**config.mk**
```make
export PLATFORM = sky130hd
export DESIGN_NAME = hir_reporter
export DESIGN_NICKNAME = d
export VERILOG_FILES = /design/src/include/hir_pkg.sv /design/src/include/hir_q_if.sv /design/src/hw/hir_event_fifo.sv /design/src/hw/hir_reporter.sv
export SDC_FILE = /design/constraint.sdc
export NUM_CORES = 1
export LEC_CHECK = 0
export BUFFER_PORTS_ARGS = -buffer_cell sky130_fd_sc_hd__buf_2
export CAP_MARGIN = 25
export CORE_ASPECT_RATIO = 0.7
export CORE_MARGIN = 1.5
export CORE_UTILIZATION = 60
export CTS_BUF_LIST = sky130_fd_sc_hd__clkbuf_8
export DETAILED_ROUTE_END_ITERATION = 10
export PLACE_DENSITY = 0.87
export SYNTH_ARGS = -nofsm -noshare
export SYNTH_HDL_FRONTEND = slang
export SYNTH_HIERARCHICAL = 1
export SYNTH_SLANG_ARGS = --single-unit
export TNS_END_PERCENT = 30
```
**constraint.sdc**
```tcl
create_clock -name clock -period 3.9 [get_ports clock]
set_clock_uncertainty 0.15 [all_clocks]
set_input_delay 0 -clock clock [delete_from_list [all_inputs] [get_ports clock]]
set_output_delay 0 -clock clock [all_outputs]
set_load 0.02 [all_outputs]
```
**src/include/hir_pkg.sv**
```systemverilog
/*
 * Constants and types shared by the host interrupt reporter.
 * Assumes nothing of its surroundings beyond a single synchronous clock domain.
 */
`default_nettype none

package hir_pkg;

    // system source vector and event word widths
    localparam int SYS_W       = 16;
    localparam int EVT_W       = 16;
    // three priority queues, each a small fifo
    localparam int NUM_Q       = 3;
    localparam int Q_DEPTH     = 8;
    localparam int Q_PTR_W     = 3;
    localparam int Q_CNT_W     = 4;

    // report kind codes in the indication word
    localparam logic [1:0] KIND_NONE = 2'h0;
    localparam logic [1:0] KIND_SYS  = 2'h1;
    localparam logic [1:0] KIND_EVT  = 2'h2;

    // reset values
    localparam logic [SYS_W-1:0] SYS_RST  = 16'h0000;
    localparam logic [SYS_W-1:0] MASK_RST = 16'hFFFF;
    localparam logic             INT_RST  = 1'h1;

    typedef struct packed {
        logic [1:0]       kind;
        logic [1:0]       queue;
        logic [SYS_W-1:0] sys;
        logic [EVT_W-1:0] evt;
    } hir_report_t;

    typedef enum logic [2:0] {
        ST_IDLE   = 3'h1,
        ST_REPORT = 3'h2,
        ST_CLEAR  = 3'h4
    } hir_state_t;

endpackage

`default_nettype wire

```
**src/include/hir_q_if.sv**
```systemverilog
/*
 * Interface carrying the push and pop sides of one event queue.
 * Assumes the producer and the queue share the reporter's clock.
 */
`timescale 1ns/1ps
`default_nettype none

interface hir_q_if;
    import hir_pkg::*;
    logic             push;
    logic [EVT_W-1:0] push_data;
    logic             push_ready;
    logic             pop;
    logic [EVT_W-1:0] head;
    logic             not_empty;

    modport queue (
        input  push,
        input  push_data,
        output push_ready,
        input  pop,
        output head,
        output not_empty
    );
    modport user (
        output push,
        output push_data,
        input  push_ready,
        output pop,
        input  head,
        input  not_empty
    );
endinterface

`default_nettype wire

```
**src/hw/hir_event_fifo.sv**
```systemverilog
/*
 * One first-in first-out event queue built from flip-flops.
 * Assumes pushes and pops arrive on the reporter's clock; a push when full is dropped.
 */
`timescale 1ns/1ps
`default_nettype none

module hir_event_fifo
    import hir_pkg::*;
(
    // clock and reset
    input wire logic clock,
    input wire logic nrst,
    // queue sides
    hir_q_if.queue   q
);

    logic [EVT_W-1:0]   mem [Q_DEPTH];
    logic [Q_PTR_W-1:0] wr_ptr;
    logic [Q_PTR_W-1:0] rd_ptr;
    logic [Q_CNT_W-1:0] count;

    wire do_push = q.push && q.push_ready;
    wire do_pop  = q.pop && q.not_empty;

    assign q.push_ready = (count != Q_CNT_W'(Q_DEPTH));
    assign q.not_empty  = (count != '0);
    assign q.head       = mem[rd_ptr];

    always_ff @(posedge clock) begin
        if (do_push) begin
            mem[wr_ptr] <= q.push_data;
        end
    end

    always_ff @(posedge clock or negedge nrst) begin
        if (!nrst) begin
            wr_ptr <= '0;
            rd_ptr <= '0;
            count  <= '0;
        end else begin
            wr_ptr <= wr_ptr + Q_PTR_W'(do_push);
            rd_ptr <= rd_ptr + Q_PTR_W'(do_pop);
            count  <= count + Q_CNT_W'(do_push) - Q_CNT_W'(do_pop);
        end
    end

endmodule

`default_nettype wire

```
**src/hw/hir_reporter.sv**
```systemverilog
/*
 * Host interrupt reporter: system sources and three event queues behind one
 * active-low level interrupt, cleared by the host reading the indication word.
 * Assumes event producers and the host read strobe are on the same clock;
 * raw system source lines come from the same domain as well.
 */
`timescale 1ns/1ps
`default_nettype none

module hir_reporter
    import hir_pkg::*;
(
    // clock and reset
    input  wire logic             clock,
    input  wire logic             nrst,
    // system interrupt sources, one-cycle set pulses
    input  wire logic [SYS_W-1:0] sys_set,
    input  wire logic [SYS_W-1:0] sys_mask,
    // event producers, one per priority queue
    input  wire logic [NUM_Q-1:0] evt_push,
    input  wire logic [EVT_W-1:0] evt_data [NUM_Q],
    output logic      [NUM_Q-1:0] evt_ready,
    // deferral of the two low-priority queues
    input  wire logic             event_delay,
    // host side
    input  wire logic             ind_read,
    output logic      [1:0]       ind_kind,
    output logic      [1:0]       ind_queue,
    output logic      [SYS_W-1:0] ind_sys,
    output logic      [EVT_W-1:0] ind_evt,
    output logic                  int_n
);

    ////////////////////////////////////////////////////////////////////////////
    // queues

    hir_q_if qif [NUM_Q] ();

    logic [NUM_Q-1:0]  q_ne;
    logic [NUM_Q-1:0]  q_pop;
    logic [EVT_W-1:0]  q_head [NUM_Q];

    genvar gi;
    generate
        for (gi = 0; gi < NUM_Q; gi++) begin : g_q
            assign qif[gi].push      = evt_push[gi];
            assign qif[gi].push_data = evt_data[gi];
            assign qif[gi].pop       = q_pop[gi];
            assign evt_ready[gi]     = qif[gi].push_ready;
            assign q_ne[gi]          = qif[gi].not_empty;
            assign q_head[gi]        = qif[gi].head;
            hir_event_fifo u_fifo (
                .clock (clock),
                .nrst  (nrst),
                .q     (qif[gi])
            );
        end
    endgenerate

    ////////////////////////////////////////////////////////////////////////////
    // system source register

    logic [SYS_W-1:0] sys_src;
    wire  [SYS_W-1:0] sys_live = sys_src & ~sys_mask;
    wire              sys_pend = |sys_live;

    ////////////////////////////////////////////////////////////////////////////
    // report selection

    // picks the highest-priority pending source
    function automatic logic [2:0] pick(input logic sp, input logic [NUM_Q-1:0] ne);
        logic [2:0] r;
        r = 3'h0;
        if (sp) begin
            r = 3'h4;
        end else if (ne[0]) begin
            r = 3'h1;
        end else if (ne[1]) begin
            r = 3'h2;
        end else if (ne[2]) begin
            r = 3'h3;
        end
        return r;
    endfunction

    // queue head by index; an index past the last queue reads as zero rather
    // than running off the end of the array
    function automatic logic [EVT_W-1:0] head_of(input logic [EVT_W-1:0] h [NUM_Q],
                                                 input logic [1:0]       idx);
        logic [EVT_W-1:0] r;
        r = '0;
        for (int i = 0; i < NUM_Q; i++) begin
            if (idx == 2'(i)) begin
                r = h[i];
            end
        end
        return r;
    endfunction

    wire [2:0] sel       = pick(sys_pend, q_ne);
    wire       sel_sys   = (sel == 3'h4);
    wire       sel_evt   = (sel != 3'h0) && !sel_sys;
    wire [1:0] sel_q     = sel[1:0] - 2'h1;

    ////////////////////////////////////////////////////////////////////////////
    // request and deferral

    // system sources and queue 1 always raise the pin on their own
    wire       hi_pend   = sys_pend || q_ne[0];
    // queues 2 and 3 raise it only while deferral is off
    wire       lo_pend   = q_ne[1] || q_ne[2];
    wire       any_req   = hi_pend || (lo_pend && !event_delay);
    // anything at all that is still waiting to be shown
    wire       all_req   = hi_pend || lo_pend;

    // once the pin is low, deferred entries ride along in the same service
    // run; without this they would starve while the bit is set and be
    // dropped once their queue fills
    wire       pin_low   = !int_n;
    wire       go_req    = pin_low ? all_req : any_req;

    hir_report_t cur;
    hir_state_t  state;
    hir_state_t  next_state;

    // state decode used by the data path; the pin logic cases on state directly
    wire in_idle   = (state == ST_IDLE);
    wire in_report = (state == ST_REPORT);
    wire in_clear  = (state == ST_CLEAR);

    // the held report is cleared when the host reads it
    wire clear_now = in_report && ind_read;

    generate
        for (gi = 0; gi < NUM_Q; gi++) begin : g_pop
            // exactly one event leaves its queue per read of an event report
            assign q_pop[gi] = clear_now && (cur.kind == KIND_EVT)
                               && (cur.queue == 2'(gi));
        end
    endgenerate

    // cleared system bits are only those that were reported; a new set wins
    wire [SYS_W-1:0] sys_clr  = (clear_now && cur.kind == KIND_SYS) ? cur.sys : '0;
    wire [SYS_W-1:0] next_sys = (sys_src & ~sys_clr) | sys_set;

    always_ff @(posedge clock or negedge nrst) begin
        if (!nrst) begin
            sys_src <= SYS_RST;
        end else begin
            sys_src <= next_sys;
        end
    end

    ////////////////////////////////////////////////////////////////////////////
    // report state machine

    always_comb begin
        next_state = state;
        case (state)
            ST_IDLE: begin
                if (go_req) begin
                    next_state = ST_REPORT;
                end
            end
            ST_REPORT: begin
                if (ind_read) begin
                    next_state = ST_CLEAR;
                end
            end
            ST_CLEAR: begin
                next_state = ST_IDLE;
            end
            default: begin
                next_state = ST_IDLE;
            end
        endcase
    end

    // fields of the report that would be latched this cycle
    wire [1:0]       new_kind  = sel_sys ? KIND_SYS : (sel_evt ? KIND_EVT : KIND_NONE);
    wire [1:0]       new_queue = sel_evt ? sel_q : 2'h0;
    wire [SYS_W-1:0] new_sys   = sel_sys ? sys_live : '0;
    wire [EVT_W-1:0] new_evt   = sel_evt ? head_of(q_head, sel_q) : '0;
    wire             latch_now = in_idle && go_req;

    // snapshot of the report; deferral gates only the start of a run, never
    // a report already latched
    hir_report_t next_cur;
    always_comb begin
        next_cur = cur;
        if (latch_now) begin
            next_cur.kind  = new_kind;
            next_cur.queue = new_queue;
            next_cur.sys   = new_sys;
            next_cur.evt   = new_evt;
        end else if (in_clear) begin
            next_cur.kind  = KIND_NONE;
            next_cur.queue = 2'h0;
            next_cur.sys   = '0;
            next_cur.evt   = '0;
        end
    end

    always_ff @(posedge clock or negedge nrst) begin
        if (!nrst) begin
            state <= ST_IDLE;
            cur   <= '0;
        end else begin
            state <= next_state;
            cur   <= next_cur;
        end
    end

    ////////////////////////////////////////////////////////////////////////////
    // outputs

    // pin stays low across a read if more remains; the clear cycle looks at
    // what is left after the pop or bit clear has taken effect
    logic next_int_n;
    always_comb begin
        case (state)
            ST_IDLE: begin
                // a fresh run obeys deferral, a running one does not
                next_int_n = !go_req;
            end
            ST_REPORT: begin
                next_int_n = 1'b0;
            end
            ST_CLEAR: begin
                // gapless: stay low while anything, deferred or not, waits
                next_int_n = !all_req;
            end
            default: begin
                next_int_n = INT_RST;
            end
        endcase
    end

    always_ff @(posedge clock or negedge nrst) begin
        if (!nrst) begin
            int_n <= INT_RST;
        end else begin
            int_n <= next_int_n;
        end
    end

    assign ind_kind  = cur.kind;
    assign ind_queue = cur.queue;
    assign ind_sys   = cur.sys;
    assign ind_evt   = cur.evt;

endmodule

`default_nettype wire

```
==> impl_metrics.ini <==
[worst_setup_path]
critPathKind = reg2reg
rr_endpoint = ind_evt[14]
crit_path_top_delay_cell = nor4b_4
reg2reg_from = sys_src[11]
cp.arrival_ns = 3.51
cpLargestDelayFamily = simple AND/OR/NAND/NOR gates
cp.required_ns = 4.27
cp-startpoint = sys_src[11]
start_kind = flop
cp_num_buf_inv = 0
cp_max_fo = 18
worstSetupEndpointType = flop
r2r_cells = 8
critical_path_cell_count = 8
path_cells = nor2b_1 -> nor4_4 -> nand4_4 -> nor2_1 -> nand2_1 -> ha_1 -> nor4b_4 -> a22o_1
r2r_slack_ns = 0.76
slowest_delay_ns = 0.96

[pwr]
switching_share_pct = 28.1
pwr-share-clk_pct = 28.9
p_sw_w = 0.00352
intPower_w = 0.00902
seq_power_share_pct = 53.5
power.density_mw_per_mm2 = 551
combPwrFrac_pct = 17.6
p_leak_nw = 8.41
max-vdd-ir-drop_v = 0.000366

[synth]
synth_cells = 974
synthTopCellsByCount = edfxtp_1 (384), dfrtp_1 (84), mux4_1 (84)
synth-simple-area-share_pct = 4.23
yosys.area.top_type = edfxtp_1
synth_ff_type = edfxtp_1
yosysWarnings = 6
yosys.cell_count.top_type = edfxtp_1
synthXorXnorAreaFrac_pct = 0.545
synthAdderAreaFrac_pct = 2.52
synth_top_family_by_area = multiplexers
synth_top_area_share_pct = 59.8
yosys-mux-area-fraction_pct = 15.7
async_flop_share_pct = 18.3
synth_area_leaders = edfxtp_1 (60%), mux4_1 (11%), dfrtp_1 (11%), mux2_2 (2.8%), ha_1 (2.2%)
syn_area_mm2 = 0.0193
yosysSeqAreaShare_pct = 71.0
netlist-cell-type-count = 47
syn_nets = 1098
synth.avg_cell_area_um2 = 19.8
synth_compound_gate_area_share_pct = 3.92
synth_edf_count = 384
synth-seq-cells = 470

[placed_design]
io_buffers = 126
place_congestion = 0.862
dpl.hpwl_um = 26400
dp_cells = 1505
placed_area_mm2 = 0.0204

[global_routing]
antenna_found_initial = 1
grt_max_degree = 44
grt_pass1_wl_um = 65300
grt_use_total_pct = 26.7
overflow = 0
grt_pass1_vias = 11200

[floorplan]
die_area_mm2 = 0.0332
die_h_um = 153
start_util_pct = 61.5
pin_count = 127
die_w_um = 217
rows = 54
core_area_mm2 = 0.0314

[flow_run]
maxCapViolCount = 0

[sta]
max_slew_margin_pct = 26.8
slew_violations = 0
fmax_mhz = 319
setup_viol = 0
hold_viol = 0
setup_tns_ns = 0
rsz0062_at_grt = false
finalCriticalPeriod_ns = 3.14
finalCritPeriodShare_pct = 80.5
worstMarginPinSlew_ns = 1.09

[outcome]
outcome = finished clean

[hold_path]
hold_start = sys_set[13]
min_to = sys_src[13]
holdPathStages = 3
hp-class = in2reg

[final_layout]
postLayoutCellArea_mm2 = 0.0228
fillCellCount = 1797
area_growth_pct = 18.0
nNetsFinal = 1384
drive_above_1_share_pct = 25.9
fin_cells = 1732

[clock_tree]
h-tree-depth = 3
cts_max_path_buffers = 3
insertion_delay_ns = 0.59
path_clk_slew_ns = 0.06
cts_num_sinks = 470
cts_inserted_buffers = 68
clock-root-buffer = clkbuf_8
cts_tree = done
post_cts_buffers = 0

[drt]
drt_first_pass_iters = 8
drc_errors = 0
wl_per_cell_um = 25.1
ant_nets = 0
drt_iter0_drc = 926
totalWireLength_um = 43500
via_per_inst = 6.03
dr_total_vias = 10400
## worst max path at each step
stage | to
after global routing | ind_evt[15]
after floorplan | ind_evt[5]
final | ind_evt[14]
after detailed placement | ind_evt[13]
after global placement | ind_evt[9]
after CTS | ind_evt[14]
## layer usage
| metal | vias up | part of all wire, % | track usage, % |
|---|---|---|---|
| li1 | 4513 | - | - |
| met1 | 5316 | 38 | 35.3 |
| met2 | 515 | 50 | 44.6 |
| met3 | 93 | 8.6 | 5.73 |
| met4 | 0 | 2.7 | 9.42 |
| met5 | - | 0 | 0 |
## worst reg2reg max path, stage by stage (launching register included)
cell and delay [ns]:
dfrtp_1 0.41, nor2b_1 0.19, nor4_4 0.30, nand4_4 0.22, nor2_1 0.23, nand2_1 0.12
ha_1 0.25, nor4b_4 0.96, a22o_1 0.26
## kinds of logic (layout without fill, tap and decap cells)
| kind of cell | count (synthesis) | count (layout) |
|---|---|---|
| fa+ha+maj | 37 | 37 |
| buf+inv | 75 | 412 |
| other cells | 0 | 1 |
| compound gates | 102 | 102 |
| mux | 144 | 144 |
| flops | 470 | 470 |
| simple gates | 134 | 134 |
| xor+xnor | 12 | 12 |
## timing repair
action,4_1_cts,5_1_grt
endpoints found under the hold margin,592,0
hold buffers,104,0
gates resized for setup,0,0
## state kept, by name, indices dropped and copies added, names as in the netlist
name	count
ind_kind	2
ind_evt	16
g_q.u_fifo/mem	384
state	3
int_n	1
g_q.u_fifo/rd_ptr	9
ind_queue	2
sys_src	16
g_q.u_fifo/count	12
ind_sys	16
g_q.u_fifo/wr_ptr	9
## metrics by stage
step	total power [W]	util, %	hold WS [ns]	setup WS (ns)
floorplan	0.00795	-	-0.446	1.19
global placement	0.00866	65.1	0.0356	0.781
detailed placement	0.00886	65.2	-0.109	0.549
CTS	0.0126	72.5	0.00662	0.492
global route	0.0131	72.6	0.0383	0.507
finish	0.0125	72.6	0.0642	0.761
## cells in the final DEF, fill, tap and decap left out, types with 4 or more instances in the layout
cell and n:
inv_1 58, nand3b_1 4, o21ai_0 17, mux4_2 12, buf_4 32, nor2b_4 7, nor4_4 4, mux4_1 84
dfrtp_1 84, nand2b_1 9, clkbuf_8 76, buf_2 125, a21o_1 18, edfxtp_1 384, ha_1 34, nor2b_1 10
mux2_2 48, a22oi_1 16, nor2_1 25, dlygate4sd3_1 103, nor3_2 4, a22o_1 32, and2_1 4, a21oi_1 7
xor2_1 9, clkinv_2 8, clkinv_1 5, nand2_1 47
## power groups by stage
| stage | logic, W | clock network, W | registers (W) |
|---|---|---|---|
| global route | 0.00238 | 0.00392 | 0.00676 |
| global placement | 0.00196 | 0 | 0.00670 |
| finish | 0.00221 | 0.00363 | 0.00671 |
| CTS | 0.00218 | 0.00369 | 0.00669 |
| floorplan | 0.00119 | 0 | 0.00675 |
| detailed placement | 0.00208 | 0 | 0.00679 |
## area by class of cell
cell class                 count  area (um2)  area share [%]
antenna                        1        2.50          0.0110
clock buffer                  76        1050            4.60
clock inverter                45         209           0.918
inverter                      28         105           0.462
multi-input combinational    429        5220            22.9
sequential                   470       13700            60.2
tap                          420         526            2.31
timing repair buffer         263        1960            8.60
Note: power is estimated with default switching activity, not from simulation.
